`src/pacp_pkg.sv`:
```
package pacp_pkg;

   // Attributes are applied per page; the line index must stay inside the page offset.
   localparam int unsigned PAGE_BYTES = 4096;
   localparam int unsigned PAGE_OFF_W = 12;
   localparam int unsigned BLK_OFF_W  = 2;
   localparam int unsigned IDX_W      = 2;
   localparam int unsigned LINES      = 4;
   localparam int unsigned TAG_W      = 32 - BLK_OFF_W - IDX_W;

   // Register offsets (byte addresses on the register bus).
   localparam logic [11:0] REG_CTRL   = 12'h000;
   localparam logic [11:0] REG_STATUS = 12'h004;
   localparam logic [11:0] REG_HITS   = 12'h008;
   localparam logic [11:0] REG_WBACKS = 12'h00c;

   // Control fields and reset values.
   localparam int unsigned CTRL_THRU_BIT    = 0;
   localparam int unsigned CTRL_UNIFIED_BIT = 1;
   localparam logic [1:0]  CTRL_RST         = 2'h0;
   localparam logic [31:0] CNT_RST          = 32'h0;

   // Operations carried from the load/store pipeline.
   typedef enum logic [2:0] {
      OP_LOAD  = 3'h0,
      OP_STORE = 3'h1,
      OP_DCBST = 3'h2,
      OP_DCBF  = 3'h3,
      OP_ICBI  = 3'h4,
      OP_SYNC  = 3'h5
   } pacp_op_type;

   // Four page attributes: write-through, caching-inhibited, coherent, guarded.
   typedef struct packed {
      logic wt;
      logic ci;
      logic cr;
      logic gd;
   } pacp_attr_type;

   typedef struct packed {
      pacp_op_type   op;
      pacp_attr_type attr;
      logic          segment_type_bit;
      logic [31:0]   addr;
      logic [31:0]   wdata;
   } pacp_req_type;

   typedef struct packed {
      logic        we;
      logic [31:0] addr;
      logic [31:0] wdata;
   } pacp_mem_type;

   typedef enum logic [2:0] {
      ST_IDLE    = 3'h0,
      ST_EXEC    = 3'h1,
      ST_OWN     = 3'h2,
      ST_WR      = 3'h3,
      ST_RD_REQ  = 3'h4,
      ST_RD_WAIT = 3'h5,
      ST_DONE    = 3'h6
   } pacp_state_type;

endpackage

```
`src/pacp_cache_policy.sv`:
```
`timescale 1ns/1ps
`default_nettype none
module pacp_cache_policy
   import pacp_pkg::*;
(
   // Clock and reset.
   input  wire logic         clk,
   input  wire logic         arst_n,
   // Register bus.
   input  wire logic         psel,
   input  wire logic         penable,
   input  wire logic         pwrite,
   input  wire logic [31:0]  paddr,
   input  wire logic [31:0]  pwdata,
   output logic [31:0]       prdata,
   output logic              pready,
   output logic              pslverr,
   // Load/store pipeline.
   input  wire logic         req_valid,
   input  wire pacp_req_type req,
   output logic              req_ready,
   output logic              rsp_valid,
   output logic [31:0]       rsp_data,
   // Main memory.
   output logic              mem_req_valid,
   output pacp_mem_type      mem_req,
   input  wire logic         mem_req_ready,
   input  wire logic         mem_rsp_valid,
   input  wire logic [31:0]  mem_rsp_data,
   // Store ownership and invalidation toward other processors.
   output logic              own_req,
   input  wire logic         own_gnt,
   output logic              inv_out_valid,
   output logic [31:0]       inv_out_addr,
   // Invalidations arriving from other processors and I/O.
   input  wire logic         snp_valid,
   input  wire logic [31:0]  snp_addr,
   output logic              snp_ready
);

   function automatic logic [IDX_W-1:0] line_idx(input logic [31:0] a);
      return a[BLK_OFF_W +: IDX_W];
   endfunction

   function automatic logic [TAG_W-1:0] line_tag(input logic [31:0] a);
      return a[31 -: TAG_W];
   endfunction

   function automatic logic [31:0] blk_addr(input logic [31:0] a);
      return {a[31:BLK_OFF_W], {BLK_OFF_W{1'b0}}};
   endfunction

   pacp_state_type    st_q;
   pacp_state_type    ret_q;
   pacp_req_type      req_q;
   pacp_mem_type      mem_q;
   logic              own_held_q;
   logic [1:0]        ctrl_q;
   logic [31:0]       hits_q;
   logic [31:0]       wbacks_q;
   logic [31:0]       prdata_q;
   logic [31:0]       rsp_q;
   logic [LINES-1:0]  valid_q;
   logic [LINES-1:0]  dirty_q;
   logic [TAG_W-1:0]  tag_q [LINES];
   logic [31:0]       data_q [LINES];

   logic [IDX_W-1:0]  idx;
   logic [IDX_W-1:0]  sidx;
   logic              hit;
   logic              dirty_hit;
   logic              victim_dirty;
   logic              snp_hit;
   logic              ex;
   logic              nop_cop;
   logic              need_own;
   logic              through;
   logic              snp_take;
   logic              unified;

   // Index bits lie inside the page offset, so aliases with equal offsets share a line.
   // per-page attributes
   assign idx          = line_idx(req_q.addr);
   assign sidx         = line_idx(snp_addr);
   assign hit          = valid_q[idx] && (tag_q[idx] == line_tag(req_q.addr));
   assign dirty_hit    = hit && dirty_q[idx];
   assign victim_dirty = valid_q[idx] && dirty_q[idx] && !hit;
   assign snp_hit      = valid_q[sidx] && (tag_q[sidx] == line_tag(snp_addr));
   assign ex           = (st_q == ST_EXEC);
   assign unified      = ctrl_q[CTRL_UNIFIED_BIT];
   assign snp_take     = (st_q == ST_IDLE) && snp_valid;
   assign nop_cop      = req_q.segment_type_bit &&
                         (req_q.op == OP_DCBST || req_q.op == OP_DCBF || req_q.op == OP_ICBI);
   assign need_own     = (req_q.op == OP_STORE) && req_q.attr.cr && !own_held_q;
   assign through      = (req_q.attr.wt && !req_q.attr.ci) || ctrl_q[CTRL_THRU_BIT];

   // Handshakes; snoops take priority over new requests, but wait until the request in flight finishes.
   assign req_ready     = (st_q == ST_IDLE) && !snp_valid;
   assign snp_ready     = (st_q == ST_IDLE);
   assign rsp_valid     = (st_q == ST_DONE);
   assign rsp_data      = rsp_q;
   assign mem_req_valid = (st_q == ST_WR) || (st_q == ST_RD_REQ);
   assign mem_req       = mem_q;
   assign own_req       = (st_q == ST_OWN) || own_held_q;
   assign inv_out_valid = ex && !nop_cop && req_q.attr.cr &&
                          (req_q.op == OP_DCBF || (req_q.op == OP_ICBI && !unified));
   assign inv_out_addr  = blk_addr(req_q.addr);

   // Sequencer; one request at a time keeps every access in program order.
   // in-order execution
   always_ff @(posedge clk or negedge arst_n) begin
      if (!arst_n) begin
         st_q  <= ST_IDLE;
         ret_q <= ST_IDLE;
      end else begin
         case (st_q)
            ST_IDLE: begin
               if (snp_take && snp_hit && dirty_q[sidx]) begin
                  st_q  <= ST_WR;
                  ret_q <= ST_IDLE;
               end else if (req_valid && req_ready) begin
                  st_q <= ST_EXEC;
               end
            end
            ST_EXEC: begin
               if (nop_cop || req_q.op == OP_SYNC || req_q.op == OP_ICBI) begin
                  st_q <= ST_DONE;
               end else if (need_own) begin
                  st_q <= ST_OWN;
               end else if (req_q.op == OP_LOAD) begin
                  if (req_q.attr.ci || (!hit && !victim_dirty)) begin
                     st_q <= ST_RD_REQ;
                  end else if (hit) begin
                     st_q <= ST_DONE;
                  end else begin
                     st_q  <= ST_WR;
                     ret_q <= ST_EXEC;
                  end
               end else if (req_q.op == OP_STORE) begin
                  if (!req_q.attr.ci && victim_dirty) begin
                     st_q  <= ST_WR;
                     ret_q <= ST_EXEC;
                  end else if (req_q.attr.ci || through) begin
                     st_q  <= ST_WR;
                     ret_q <= ST_DONE;
                  end else begin
                     st_q <= ST_DONE;
                  end
               end else if (req_q.op == OP_DCBST) begin
                  if (hit && (dirty_q[idx] || req_q.attr.cr)) begin
                     st_q  <= ST_WR;
                     ret_q <= ST_DONE;
                  end else begin
                     st_q <= ST_DONE;
                  end
               end else begin
                  if (dirty_hit) begin
                     st_q  <= ST_WR;
                     ret_q <= ST_DONE;
                  end else begin
                     st_q <= ST_DONE;
                  end
               end
            end
            ST_OWN: begin
               if (own_gnt) begin
                  st_q <= ST_EXEC;
               end
            end
            ST_WR: begin
               if (mem_req_ready) begin
                  st_q <= ret_q;
               end
            end
            ST_RD_REQ: begin
               if (mem_req_ready) begin
                  st_q <= ST_RD_WAIT;
               end
            end
            ST_RD_WAIT: begin
               if (mem_rsp_valid) begin
                  st_q <= ST_DONE;
               end
            end
            ST_DONE: begin
               st_q <= ST_IDLE;
            end
            default: begin
               st_q <= ST_IDLE;
            end
         endcase
      end
   end

   // Request capture and store ownership, held only for the store that asked for it.
   // attributes per access
   always_ff @(posedge clk or negedge arst_n) begin
      if (!arst_n) begin
         req_q      <= '0;
         own_held_q <= 1'b0;
      end else begin
         if (req_valid && req_ready) begin
            req_q <= req;
         end
         if (st_q == ST_OWN && own_gnt) begin
            own_held_q <= 1'b1;
         end else if (st_q == ST_DONE) begin
            own_held_q <= 1'b0;
         end
      end
   end

   // Memory request word, loaded on the edge that enters a write or read state.
   always_ff @(posedge clk or negedge arst_n) begin
      if (!arst_n) begin
         mem_q <= '0;
      end else if (snp_take && snp_hit && dirty_q[sidx]) begin
         mem_q <= '{we: 1'b1, addr: {tag_q[sidx], sidx, {BLK_OFF_W{1'b0}}}, wdata: data_q[sidx]};
      end else if (ex && !nop_cop && !need_own) begin
         if (victim_dirty && !req_q.attr.ci && (req_q.op == OP_LOAD || req_q.op == OP_STORE)) begin
            mem_q <= '{we: 1'b1, addr: {tag_q[idx], idx, {BLK_OFF_W{1'b0}}}, wdata: data_q[idx]};
         end else if (req_q.op == OP_LOAD) begin
            mem_q <= '{we: 1'b0, addr: blk_addr(req_q.addr), wdata: 32'h0};
         end else if (req_q.op == OP_STORE) begin
            mem_q <= '{we: 1'b1, addr: blk_addr(req_q.addr), wdata: req_q.wdata};
         end else begin
            mem_q <= '{we: 1'b1, addr: blk_addr(req_q.addr), wdata: data_q[idx]};
         end
      end
   end

   // Cache lines; inhibited accesses never touch them.
   // cacheable accesses use the lines
   always_ff @(posedge clk or negedge arst_n) begin
      if (!arst_n) begin
         valid_q <= '0;
         dirty_q <= '0;
         for (int i = 0; i < LINES; i++) begin
            tag_q[i]  <= '0;
            data_q[i] <= 32'h0;
         end
      end else if (snp_take) begin
         if (snp_hit) begin
            valid_q[sidx] <= 1'b0;
            dirty_q[sidx] <= 1'b0;
         end
      end else if (ex && !nop_cop && !need_own && !req_q.attr.ci) begin
         if (victim_dirty && (req_q.op == OP_LOAD || req_q.op == OP_STORE)) begin
            valid_q[idx] <= 1'b0;
            dirty_q[idx] <= 1'b0;
         end else if (req_q.op == OP_STORE) begin
            valid_q[idx] <= 1'b1;
            dirty_q[idx] <= !through;
            tag_q[idx]   <= line_tag(req_q.addr);
            data_q[idx]  <= req_q.wdata;
         end else if (req_q.op == OP_DCBST && hit) begin
            dirty_q[idx] <= 1'b0;
         end else if (req_q.op == OP_DCBF && hit) begin
            valid_q[idx] <= 1'b0;
            dirty_q[idx] <= 1'b0;
         end
      end else if (st_q == ST_RD_WAIT && mem_rsp_valid && !req_q.attr.ci) begin
         valid_q[idx] <= 1'b1;
         dirty_q[idx] <= 1'b0;
         tag_q[idx]   <= line_tag(req_q.addr);
         data_q[idx]  <= mem_rsp_data;
      end
   end

   // Load data to the pipeline.
   // hit returns cached data
   always_ff @(posedge clk or negedge arst_n) begin
      if (!arst_n) begin
         rsp_q <= 32'h0;
      end else if (ex && req_q.op == OP_LOAD && !req_q.attr.ci && hit) begin
         rsp_q <= data_q[idx];
      end else if (st_q == ST_RD_WAIT && mem_rsp_valid) begin
         rsp_q <= mem_rsp_data;
      end
   end

   // Activity counters let software see how the policy behaves.
   always_ff @(posedge clk or negedge arst_n) begin
      if (!arst_n) begin
         hits_q   <= CNT_RST;
         wbacks_q <= CNT_RST;
      end else begin
         if (ex && hit && !nop_cop && !need_own &&
             (req_q.op == OP_LOAD || req_q.op == OP_STORE) && !req_q.attr.ci) begin
            hits_q <= hits_q + 32'h1;
         end
         if (st_q == ST_WR && mem_req_ready) begin
            wbacks_q <= wbacks_q + 32'h1;
         end
      end
   end

   // Register bus slave: zero wait states, read data latched in the setup cycle.
   logic bus_known;
   assign bus_known = (paddr[11:0] == REG_CTRL) || (paddr[11:0] == REG_STATUS) ||
                      (paddr[11:0] == REG_HITS) || (paddr[11:0] == REG_WBACKS);
   assign pready    = 1'b1;
   assign pslverr   = psel && penable && (!bus_known || (pwrite && paddr[11:0] != REG_CTRL));
   assign prdata    = prdata_q;

   always_ff @(posedge clk or negedge arst_n) begin
      if (!arst_n) begin
         ctrl_q   <= CTRL_RST;
         prdata_q <= 32'h0;
      end else begin
         if (psel && penable && pwrite && paddr[11:0] == REG_CTRL) begin
            ctrl_q <= pwdata[1:0];
         end
         if (psel && !penable) begin
            case (paddr[11:0])
               REG_CTRL:   prdata_q <= {30'h0, ctrl_q};
               REG_STATUS: prdata_q <= {28'h0, own_held_q, st_q};
               REG_HITS:   prdata_q <= hits_q;
               REG_WBACKS: prdata_q <= wbacks_q;
               default:    prdata_q <= 32'h0;
            endcase
         end
      end
   end
endmodule
`default_nettype wire

```
`config.mk`:
```
export PLATFORM = sky130hd
export DESIGN_NAME = pacp_cache_policy
export DESIGN_NICKNAME = d
export VERILOG_FILES = /design/src/pacp_pkg.sv /design/src/pacp_cache_policy.sv
export SDC_FILE = /design/constraint.sdc
export NUM_CORES = 1
export LEC_CHECK = 0
export BUFFER_PORTS_ARGS = -buffer_cell sky130_fd_sc_hd__buf_2
export CORE_UTILIZATION = 39
export CTS_BUF_LIST = sky130_fd_sc_hd__clkbuf_16
export DETAILED_ROUTE_END_ITERATION = 7
export GPL_ROUTABILITY_DRIVEN = 0
export MAX_ROUTING_LAYER = met4
export SYNTH_ARGS = -nofsm -noshare
export SYNTH_HDL_FRONTEND = slang
export SYNTH_SLANG_ARGS = --single-unit
export TNS_END_PERCENT = 50
```
`constraint.sdc`:
```
create_clock -name clk -period 4.1 [get_ports clk]
set_input_delay 1.23 -clock clk [delete_from_list [all_inputs] [get_ports clk]]
set_output_delay 1.23 -clock clk [all_outputs]
set_load 0.05 [all_outputs]
```
-- Yosys cells after proc, flatten, opt, wreduce, memory -nomap -nowiden
Cells that the tools add are included.
- bits of input ports: 210
- register bits after elaboration: 521
- reductions and logical operators: 90
- order comparisons: 7
- add/subtract/negate cells: 2
- multiplexer cells: 97
- bitwise operators: 10
- equality and inequality tests: 35
- operator list (kind ; count):
    $mux 128 ; 4
    $mux 112 ; 4
    $mux 65 ; 4
    $bwmux 128 ; 2
    $mux 32 ; 8
    $mux 28 ; 5
    $bmux 32 s2 ; 2
    $pmux 32 s4 ; 1
    $bmux 28 s2 ; 2
    $bwmux 112 ; 1
    $mux 3 ; 29
    $add 32x1->32 const B ; 2
    $demux 32 s2 ; 1
    $mux 4 ; 16
    $demux 28 s2 ; 1
    $eq 28x28->1 ; 2
    $logic_and 1x1->1 ; 48
    $eq 12x4->1 const B ; 2
    $ne 2x2->1 const B ; 9
    $pmux 3 s6 ; 1
    $and 4x4->4 ; 4
    $logic_or 1x1->1 ; 16
    $eq 3x3->1 const B ; 5
    $eq 12x3->1 const B ; 1
    other kinds (32) ; 71

-- Logic depth before layout (Yosys ltp)
Gate-level depths: netlist of run 1.
- depth after elaboration: 16
- depth in mapped cells: 14
- mapped depth without buffers: 8

-- Worst setup path after synthesis of run 1
OpenSTA, ideal clock, no wires.
- path type: input to register
- start: in snp_addr[2]
- end: reg data_q[115] in the netlist's numbering
- setup time: 0.125 ns
- path buffers: 2
- stages on the path: 9
- setup slack: -0.150 ns
- arrival: 4.125 ns
- data required time: 3.975 ns
- path through: buf_1 mux4_2 xnor2_1 nand4_1 nor4_1 a21oi_1 a211oi_2 buf_2 mux2_2
- RTL lines (item ; line ; source):
    start: declaration ; pacp_cache_policy.sv:37 ; input wire logic [31:0] snp_addr,
    end signal: indexed assignment ; pacp_cache_policy.sv:255 ; data_q[idx] <= req_q.wdata;
    end signal: indexed assignment ; pacp_cache_policy.sv:266 ; data_q[idx] <= mem_rsp_data;
    end: declaration ; pacp_cache_policy.sv:66 ; logic [31:0] data_q [LINES];

-- Worst setup path after layout of run 1
- start: reg req_q (netlist bit inv_out_addr[2])
- end: reg tag_q[23] in the netlist's numbering
- cells in the longest elaborated chain, start to end: 11
- elaborated cells on any way between the ends: 26
- classes of those cells: order compare: 2; eq/ne: 2; mux: 14; bitwise: 1; reduce/logical: 7
- RTL lines (item ; line ; source):
    start: declaration ; pacp_cache_policy.sv:55 ; pacp_req_type req_q;
    start signal: assignment ; pacp_cache_policy.sv:203 ; req_q <= req;
    $not 2->3 (implied by the code) ; pacp_cache_policy.sv:85, pacp_cache_policy.sv:254, pacp_cache_policy.sv:265 ;
    $bmux 28 s2 ; pacp_cache_policy.sv:85 ; assign hit = valid_q[idx] && (tag_q[idx] == line_tag(req_q.addr));
    $mux 28 (implied by the code) (2 in series) ; pacp_cache_policy.sv:85 ;
    $eq 28x28->1 ; pacp_cache_policy.sv:85 ;
    $logic_and 1x1->1 ; pacp_cache_policy.sv:85 ;
    $logic_not 1->1 ; pacp_cache_policy.sv:87 ; assign victim_dirty = valid_q[idx] && dirty_q[idx] && !hit;
    $logic_and 1x1->1 ; pacp_cache_policy.sv:87 ;
    $logic_and 1x1->1 ; pacp_cache_policy.sv:248 ; if (victim_dirty && (req_q.op == OP_LOAD || req_q.op == OP_STORE)) begin
    $ne 2x2->1 (no source line) ; - ;
    $reduce_and 4->1 (no source line) ; - ;
    end signal: indexed assignment ; pacp_cache_policy.sv:254 ; tag_q[idx] <= line_tag(req_q.addr);
    end signal: indexed assignment ; pacp_cache_policy.sv:265 ; tag_q[idx] <= line_tag(req_q.addr);
    end: declaration ; pacp_cache_policy.sv:65 ; logic [TAG_W-1:0] tag_q [LINES];
Several ways; a longest one is shown, not always the timed one. The select of a mux whose other input is x is not followed.
A chain may end at the register's enable or synchronous reset.

==> out/qor.log, run 1 <==
INFO  outcome        failed_checks=DRC, setup timing
INFO  grt            grt_pass1_wl=118800µm
INFO  run            drv.max_cap_violation_count=0
INFO  route          drcViolationCount=32
INFO  power          clkPwrFrac=20.2%
INFO  yosys          post_synthesis_adder_cell_area_fraction=0.09561%
INFO  critical_path  crit_required=4590ps
INFO  power          vdd_drop_max=0.5116mV
INFO  placed_design  place.detailed.instances=3192
INFO  yosys          synth_top_family_by_area=multiplexers
INFO  timing         max_freq=0.2421GHz
INFO  clock_network  clock-root-buffer=clkbuf_16
INFO  floorplan      dieArea=0.06815mm²
INFO  yosys          synthMuxAreaShare=27.31%
INFO  timing         worst_clock_skew=24.67ps
INFO  floorplan      initial_utilization=39.60%
INFO  clock_network  deepest_clock_path_buffer_count=3
INFO  grt            number_of_antenna_violations_at_the_first_check_in_global_routing=3
INFO  critical_path  cpMostUsedCell=buf_6
INFO  final_layout   signed_area_change_from_the_synthesized_netlist_to_the_final_layout=22.90%
INFO  critical_path  timing.critical_path.cells=buf_12, buf_6, mux2_4, a222oi_1, buf_4, o21ai_2, or4_4, nor4b_4, buf_6, o21ai_4, a2111oi_4, buf_6, buf_12, mux2_1
INFO  timing         timing.max_slew.rel_slack=44.96%
INFO  power          seq_power_share=33.7%
INFO  yosys          synth_cells=2052
INFO  placed_design  io_buffers=318
INFO  yosys          synth_seq_area_share=49.33%
INFO  route          violation_count_after_the_first_detailed_route_iteration=1252
INFO  yosys          post_synth_and_or_nand_nor_area_fraction=7.228%
INFO  final_layout   final_nets=2623
INFO  final_layout   post_layout_nonfiller_instances=3328
INFO  critical_path  worst-r2r-setup-slack=-30ps
INFO  worst_hold_path min_path_cells=1
INFO  route          detail_route.wirelength=77970µm
INFO  yosys          synth_area=0.02617mm²
INFO  timing         report.final.setup_viol=16
INFO  yosys          ys.flop_type=dfrtp_1
INFO  floorplan      ioPinCount=379
INFO  grt            vias_in_the_first_global_route=19869
INFO  route          met2_wirelength=38770µm
INFO  timing         finalSetupTns=-293.3ps
INFO  power          static-leakage-power=0.01431µW
INFO  yosys          synth_cell_types=66
INFO  clock_network  clk_latency=620ps
INFO  power          powerDensity=831.7mW/mm²
INFO  route          drtPass1Iterations=8
INFO  yosys          synth_area_in_compound_gates=8.385%
INFO  route          detail-route-antenna-nets=0
INFO  worst_hold_path hold_path.class=reg -> reg
INFO  worst_hold_path min-delay-start=rsp_data[27]$_DFFE_PN0P_
INFO  critical_path  crit_slowest_cell=dfrtp_4
INFO  yosys          asyncSetResetFlopFracSynth=100.0%
INFO  timing         final.setup.worst_slack=-30.18ps
INFO  worst_hold_path holdPathEnd=rsp_data[27]$_DFFE_PN0P_
INFO  clock_network  clkSinkCount=516
INFO  clock_network  cts_tree=yes
INFO  timing         timing_max_transition_violations_final=0
INFO  route          vias=18911
INFO  clock_network  clkTransAtPathRegs=60ps
INFO  route          routed_wire_length_per_instance=23.43µm
INFO  route          wl_met3=3710µm
INFO  critical_path  setup.worst_path.end_class=register
INFO  critical_path  critical_path_peak_fanout=11
INFO  timing         final_period_minus_worst_setup_slack=4130ps
INFO  critical_path  worst-r2r-cell-count=14
INFO  critical_path  regToRegEndpoint=tag_q[23]$_DFFE_PN0P_
INFO  yosys          synth.avg_cell_area=12.76µm²
INFO  timing         timing_hold_violations_final=0
INFO  yosys          ys_seq_elements=516
INFO  route          post_drt_via_cell_ratio=5.682
INFO  timing         grt_setup_unrepaired=yes
INFO  grt            global_route.usage.total=23.40%
INFO  critical_path  setup.worst_path.class=reg -> reg
INFO  final_layout   fraction_of_final_layout_cells_sized_beyond_drive_strength_1=40.63%
INFO  power          comb_power_share=46.1%
INFO  outcome        run_status=finished with violations
INFO  route          wl_met1=33330µm
INFO  power          power_report.internal_total=15940µW
INFO  yosys          synth.yosys.warnings=0
INFO  critical_path  timing.critical_path.from_type=register
INFO  clock_network  htree_levels=2
INFO  final_layout   final_core_utilization=48.67%
INFO  power          p_sw=10820µW
INFO  route          top_signal_layer_used=met4
INFO  timing         timing.final.crit_share=100.7%
INFO  floorplan      chip_width=261.1µm
INFO  critical_path  cp_data_arrival_time=4620ps
INFO  critical_path  timing.rr.start=inv_out_addr[2]$_DFFE_PN0P_
INFO  floorplan      site_rows=94
INFO  yosys          post_synth_xor_area_fraction=3.848%
INFO  yosys          synth-edff-count=0
INFO  critical_path  cp_peak_stage_delay=540ps
INFO  floorplan      fp.coreArea=0.06610mm²
INFO  power          switching_share=40.43%
INFO  grt            largest_net_degree_at_the_start_of_global_routing=93
INFO  timing         max_slew.worst_pin.slew=825.7ps
INFO  critical_path  timing.critical_path.from=inv_out_addr[2]$_DFFE_PN0P_
INFO  floorplan      die_h=261.1µm
INFO  placed_design  dp_hpwl=53250µm
INFO  clock_network  cts_buffers=59
INFO  grt            grt_overflow=0
per-layer routing:
layer	vias up	global-route usage, %
met5	-	-
met4	0	7.332
met3	133	2.816
met2	582	38.57
met1	9855	30.13
li1	8341	-
cells in the final DEF, fill, tap and decap left out, types with 9 or more instances in the layout:
master	n
a21o_1	37
a21oi_1	14
a22o_1	32
a22oi_1	69
a31oi_1	26
and3_1	12
buf_12	43
buf_2	315
buf_4	102
buf_6	12
bufinv_16	9
clkbuf_16	64
clkinv_1	19
clkinv_2	11
dfrtp_1	514
inv_1	28
mux2_1	68
mux2_2	235
mux2_4	48
mux2i_1	56
mux4_2	116
nand2_1	104
nand3_1	78
nand4_1	31
nor2_1	47
nor3_1	11
o21ai_0	94
or2_2	9
or3_1	24
xnor2_1	77
xor2_1	31
area by class of cell:
| type | count | area, µm² |
|---|---|---|
| antenna | 3 | 7.507 |
| clock buffer | 61 | 1526 |
| clock inverter | 50 | 450.4 |
| fill | 5778 | 33930 |
| inverter | 19 | 71.32 |
| multi-input combinational | 1338 | 12670 |
| sequential | 516 | 12920 |
| tap | 864 | 1081 |
| timing repair buffer | 477 | 3443 |
critical path: cells and delay by family, from the launching register on:
| kind | cells | cell delay [ps] |
|---|---|---|
| multiplexers | 2 | 650 |
| buffers and inverters | 6 | 1040 |
| AO/OA/AOI/OAI | 4 | 950 |
| flip-flops | 1 | 540 |
| AND/OR/NAND/NOR | 2 | 830 |
kinds of logic after synthesis:
kind of cell	after synthesis
adders and majority gates	2
other	2
DFF	516
muxes	525
buffers and inverters	201
xor gates and xnor gates	115
AOI/OAI and AO/OA	318
and+or+nand+nor	373
sequential cells by signal (all words and copies together) (netlist names), 2 cells and up, named ones only:
| register | cells |
|---|---|
| rsp_data | 32 |
| ret_q | 2 |
| st_q | 3 |
| req_q | 39 |
| tag_q | 112 |
| data_q | 128 |
| dirty_q | 4 |
| mem_req | 63 |
| wbacks_q | 32 |
| prdata | 32 |
| ctrl_q | 2 |
| inv_out_addr | 30 |
| hits_q | 32 |
power groups by stage:
stage,clock network (µW),registers [µW],logic [µW]
6_report,5390,9030,12300
5_1_grt,5720,9300,13100
4_1_cts,5520,8990,11800
3_5_place_dp,0,9070,11800
3_3_place_gp,0,8850,11600
2_1_floorplan,0,9700,7260
cells in the mapped netlist (50+ instances only):
cell type	count	share of area [%]
o21ai_0	94	1.8
mux2_2	236	10
mux2i_1	58	2.2
xnor2_1	84	2.8
mux2_1	114	4.9
dfrtp_1	516	49
clkbuf_1	91	1.3
a22oi_1	69	2.0
mux4_2	116	10
nand3_1	78	1.5
nand2_1	105	1.5
nor2_1	50	0.72
how the worst max path moves through the flow:
| stage | slack (ps) | end | cells after the start |
|---|---|---|---|
| floorplan | 120 | req_ready | 1 |
| global placement | -700 | tag_q[70]$_DFFE_PN0P_ | 13 |
| detailed placement | -670 | tag_q[72]$_DFFE_PN0P_ | 13 |
| CTS | 2 | data_q[3]$_DFFE_PN0P_ | 13 |
| global route | -130 | tag_q[9]$_DFFE_PN0P_ | 14 |
| finish | -30 | tag_q[23]$_DFFE_PN0P_ | 14 |
timing repair:
item	in CTS	in global routing
gates cloned	0	3
pin swaps	3	13
hold buffers	0	0
buffers inserted	0	19
gates resized for setup	5	72
setup endpoints to repair	236	251
stage by stage:
| step | total power (µW) | hold WS, ps | area (µm²) | worst slack, ps |
|---|---|---|---|---|
| final | 26750 | 467.9 | 32170 | -30.18 |
| after global routing | 28130 | 484.5 | 32160 | -127.4 |
| after CTS | 26330 | 474.5 | 31600 | 1.946 |
| after detailed placement | 20830 | 460.3 | 29600 | -667.1 |
| after global placement | 20410 | 456.7 | 29600 | -697.1 |
| after floorplan | 16960 | 442.5 | 26190 | 124.7 |
Power figures use the tool's default switching activity.
==> run 2: changes to the inputs <==
--- a/config.mk
+++ b/config.mk
@@ -6,6 +6,7 @@
 export NUM_CORES = 1
 export LEC_CHECK = 0
 export BUFFER_PORTS_ARGS = -buffer_cell sky130_fd_sc_hd__buf_2
+export CORE_ASPECT_RATIO = 1.2
 export CORE_UTILIZATION = 39
 export CTS_BUF_LIST = sky130_fd_sc_hd__clkbuf_16
 export DETAILED_ROUTE_END_ITERATION = 7
==> run 2 against run 1 <==
Compared with the run above: the flow now finishes without violations; global-route usage rose by 0.19 points; final cell count increased by 0.84%; clock-buffer cell count fell by 4; total power shrank 3.0%; register-to-register slack better by 99 ps; utilization fell by 0.47 points; critical path depth increased by 1; non-clock buffer count increased by 7; critical endpoint is now tag_q[3]$_DFFE_PN0P_; largest power group unchanged; highest routed layer unchanged.
==> out/qor.log, run 2 (synthesis results as in run 1) <==
INFO  outcome        run_status=finished clean
INFO  final_layout   fraction_of_final_layout_cells_sized_beyond_drive_strength_1=39.35%
INFO  power          vdd_drop_max=0.7216mV
INFO  floorplan      chip_width=238.5µm
INFO  critical_path  critical_path_peak_fanout=6
INFO  final_layout   finalInstanceArea=0.03186mm²
INFO  critical_path  setup.worst_path.class=reg -> reg
INFO  power          powerDensity=814.5mW/mm²
INFO  grt            vias_in_the_first_global_route=20128
INFO  floorplan      site_rows=103
INFO  timing         final_period_minus_worst_setup_slack=4031ps
INFO  clock_network  clkTransAtPathRegs=60ps
INFO  timing         worst_clock_skew=39.92ps
INFO  timing         grt_setup_unrepaired=yes
INFO  floorplan      ioPinCount=379
INFO  final_layout   signed_area_change_from_the_synthesized_netlist_to_the_final_layout=21.73%
INFO  timing         report.final.setup_viol=0
INFO  clock_network  clock-root-buffer=clkbuf_16
INFO  critical_path  setup.worst_path.end_class=register
INFO  timing         timing.max_slew.rel_slack=48.19%
INFO  clock_network  clk_latency=620ps
INFO  route          drcViolationCount=0
INFO  grt            largest_net_degree_at_the_start_of_global_routing=86
INFO  timing         max_freq=0.2481GHz
INFO  route          detail_route.wirelength=77670µm
INFO  final_layout   most_common_library_cell_in_the_layout_ignoring_fill_and_taps=dfrtp_1
INFO  critical_path  crit_required=4580ps
INFO  critical_path  timing.critical_path.from_type=register
INFO  clock_network  cts_buffers=56
INFO  route          routed_wire_length_per_instance=23.14µm
INFO  route          vias=18907
INFO  run            drv.max_cap_violation_count=0
INFO  final_layout   post_layout_nonfiller_instances=3356
INFO  critical_path  cp_peak_stage_delay=500ps
INFO  route          drtPass1Iterations=5
INFO  grt            grt_pass1_wl=119800µm
INFO  placed_design  io_buffers=318
INFO  critical_path  cp_data_arrival_time=4510ps
INFO  timing         timing.final.crit_share=98.31%
INFO  floorplan      die_h=285.8µm
INFO  placed_design  dp_hpwl=53370µm
INFO  final_layout   final_core_utilization=48.19%
INFO  critical_path  crit_slowest_cell=or4_4
INFO  route          post_drt_via_cell_ratio=5.634
INFO  critical_path  cp_num_buf_inv=7
INFO  timing         timing_max_transition_violations_final=0
INFO  grt            global_route.usage.total=23.58%
INFO  final_layout   register_containing_the_most_flip_flops_in_the_final_layout=data_q
INFO  worst_hold_path hold_path.class=reg -> reg
INFO  critical_path  critical-path-top-delay-family=buffers and inverters
INFO  floorplan      fp.coreArea=0.06611mm²
INFO  floorplan      dieArea=0.06816mm²
INFO  final_layout   largest_register_ff_count=128
INFO  clock_network  deepest_clock_path_buffer_count=3
INFO  timing         max_slew.worst_pin.slew=777.2ps
INFO  critical_path  timing.critical_path.cells=buf_12, buf_12, mux2_4, a222oi_1, buf_4, o21ai_2, or4_4, nor4b_4, buf_4, o21ai_4, a2111oi_4, buf_4, buf_8, clkbuf_16, mux2_1
INFO  critical_path  cpMostUsedCell=buf_4
INFO  clock_network  hold_buffers=0
INFO  grt            number_of_antenna_violations_at_the_first_check_in_global_routing=5
INFO  final_layout   final_nets=2627
INFO  timing         timing_hold_violations_final=0
INFO  route          violation_count_after_the_first_detailed_route_iteration=1178
INFO  placed_design  place.detailed.instances=3239
INFO  clock_network  cts_tree=yes
INFO  placed_design  dpl_cell_area=0.02980mm²
INFO  floorplan      initial_utilization=39.59%
INFO  clock_network  htree_levels=2
INFO  power          static-leakage-power=0.01416µW
INFO  final_layout   layout.cells.most_common_list=513 x dfrtp_1, 315 x buf_2, 236 x mux2_2, 116 x mux4_2, 111 x buf_4
INFO  grt            grt_overflow=0
INFO  route          detail-route-antenna-nets=0
INFO  clock_network  clkSinkCount=516
## run 2: what timing repair did
item	in CTS	in global routing
resized for setup	6	42
setup endpoints to repair	241	239
gates cloned	0	3
pin swaps	3	6
buffers inserted	6	2
## run 2: layer usage
| metal | share of wire (%) | track usage (%) | wire [µm] | up-vias |
|---|---|---|---|---|
| met3 | 5.2 | 3.184 | 4029 | 184 |
| met5 | 0 | - | 0 | - |
| met2 | 49 | 38.70 | 38440 | 655 |
| met4 | 4.2 | 10.35 | 3260 | 0 |
| met1 | 41 | 29.08 | 31940 | 9716 |
| li1 | - | - | - | 8352 |
## run 2: area by class of cell
class | count | area (µm²)
fill | 5848 | 34250
sequential | 516 | 12920
multi-input combinational | 1338 | 12540
timing repair buffer | 484 | 3518
clock buffer | 57 | 1426
tap | 892 | 1116
clock inverter | 46 | 255.2
inverter | 19 | 71.32
antenna | 4 | 10.01
## run 2: worst register-to-register path, delay by kind of cell (launching register included)
family,cells,cell delay (ps)
simple gates,2,840
buf+inv,7,1230
mux,2,640
flops,1,490
compound gates,4,710
## run 2: worst paths after layout
path	startpoint	end	slack (ps)	cells past startpoint
max in group asynchronous	arst_n	wbacks_q[26]$_DFFE_PN0P_	2460	2
setup reg to reg	inv_out_addr[2]$_DFFE_PN0P_	tag_q[3]$_DFFE_PN0P_	70	15
min in group asynchronous	arst_n	rsp_data[18]$_DFFE_PN0P_	610	1
setup / recovery	inv_out_addr[2]$_DFFE_PN0P_	tag_q[3]$_DFFE_PN0P_	70	15
hold / removal	rsp_data[13]$_DFFE_PN0P_	rsp_data[13]$_DFFE_PN0P_	470	1
hold reg to reg	rsp_data[13]$_DFFE_PN0P_	rsp_data[13]$_DFFE_PN0P_	470	1
## run 2: stage by stage
stage               worst slack [ps]  TNS (ps)  hold WS (ps)  power, µW
detailed placement            -555.5   -109160         459.5      20970
finish                         69.13         0         468.9      25950
floorplan                      124.7         0         442.5      16960
global route                  -58.75     -1961         497.2      27330
global placement              -497.3    -96570         455.6      20550
CTS                            9.602         0         473.2      25870
## run 2: power by group
group          leakage, µW  internal (µW)  total (µW)  switching, µW
logic              0.00679           5440       12200           6790
registers          0.00649           7160        9000           1840
clock network     0.000879           2620        4720           2090
total               0.0142          15200       26000          10700
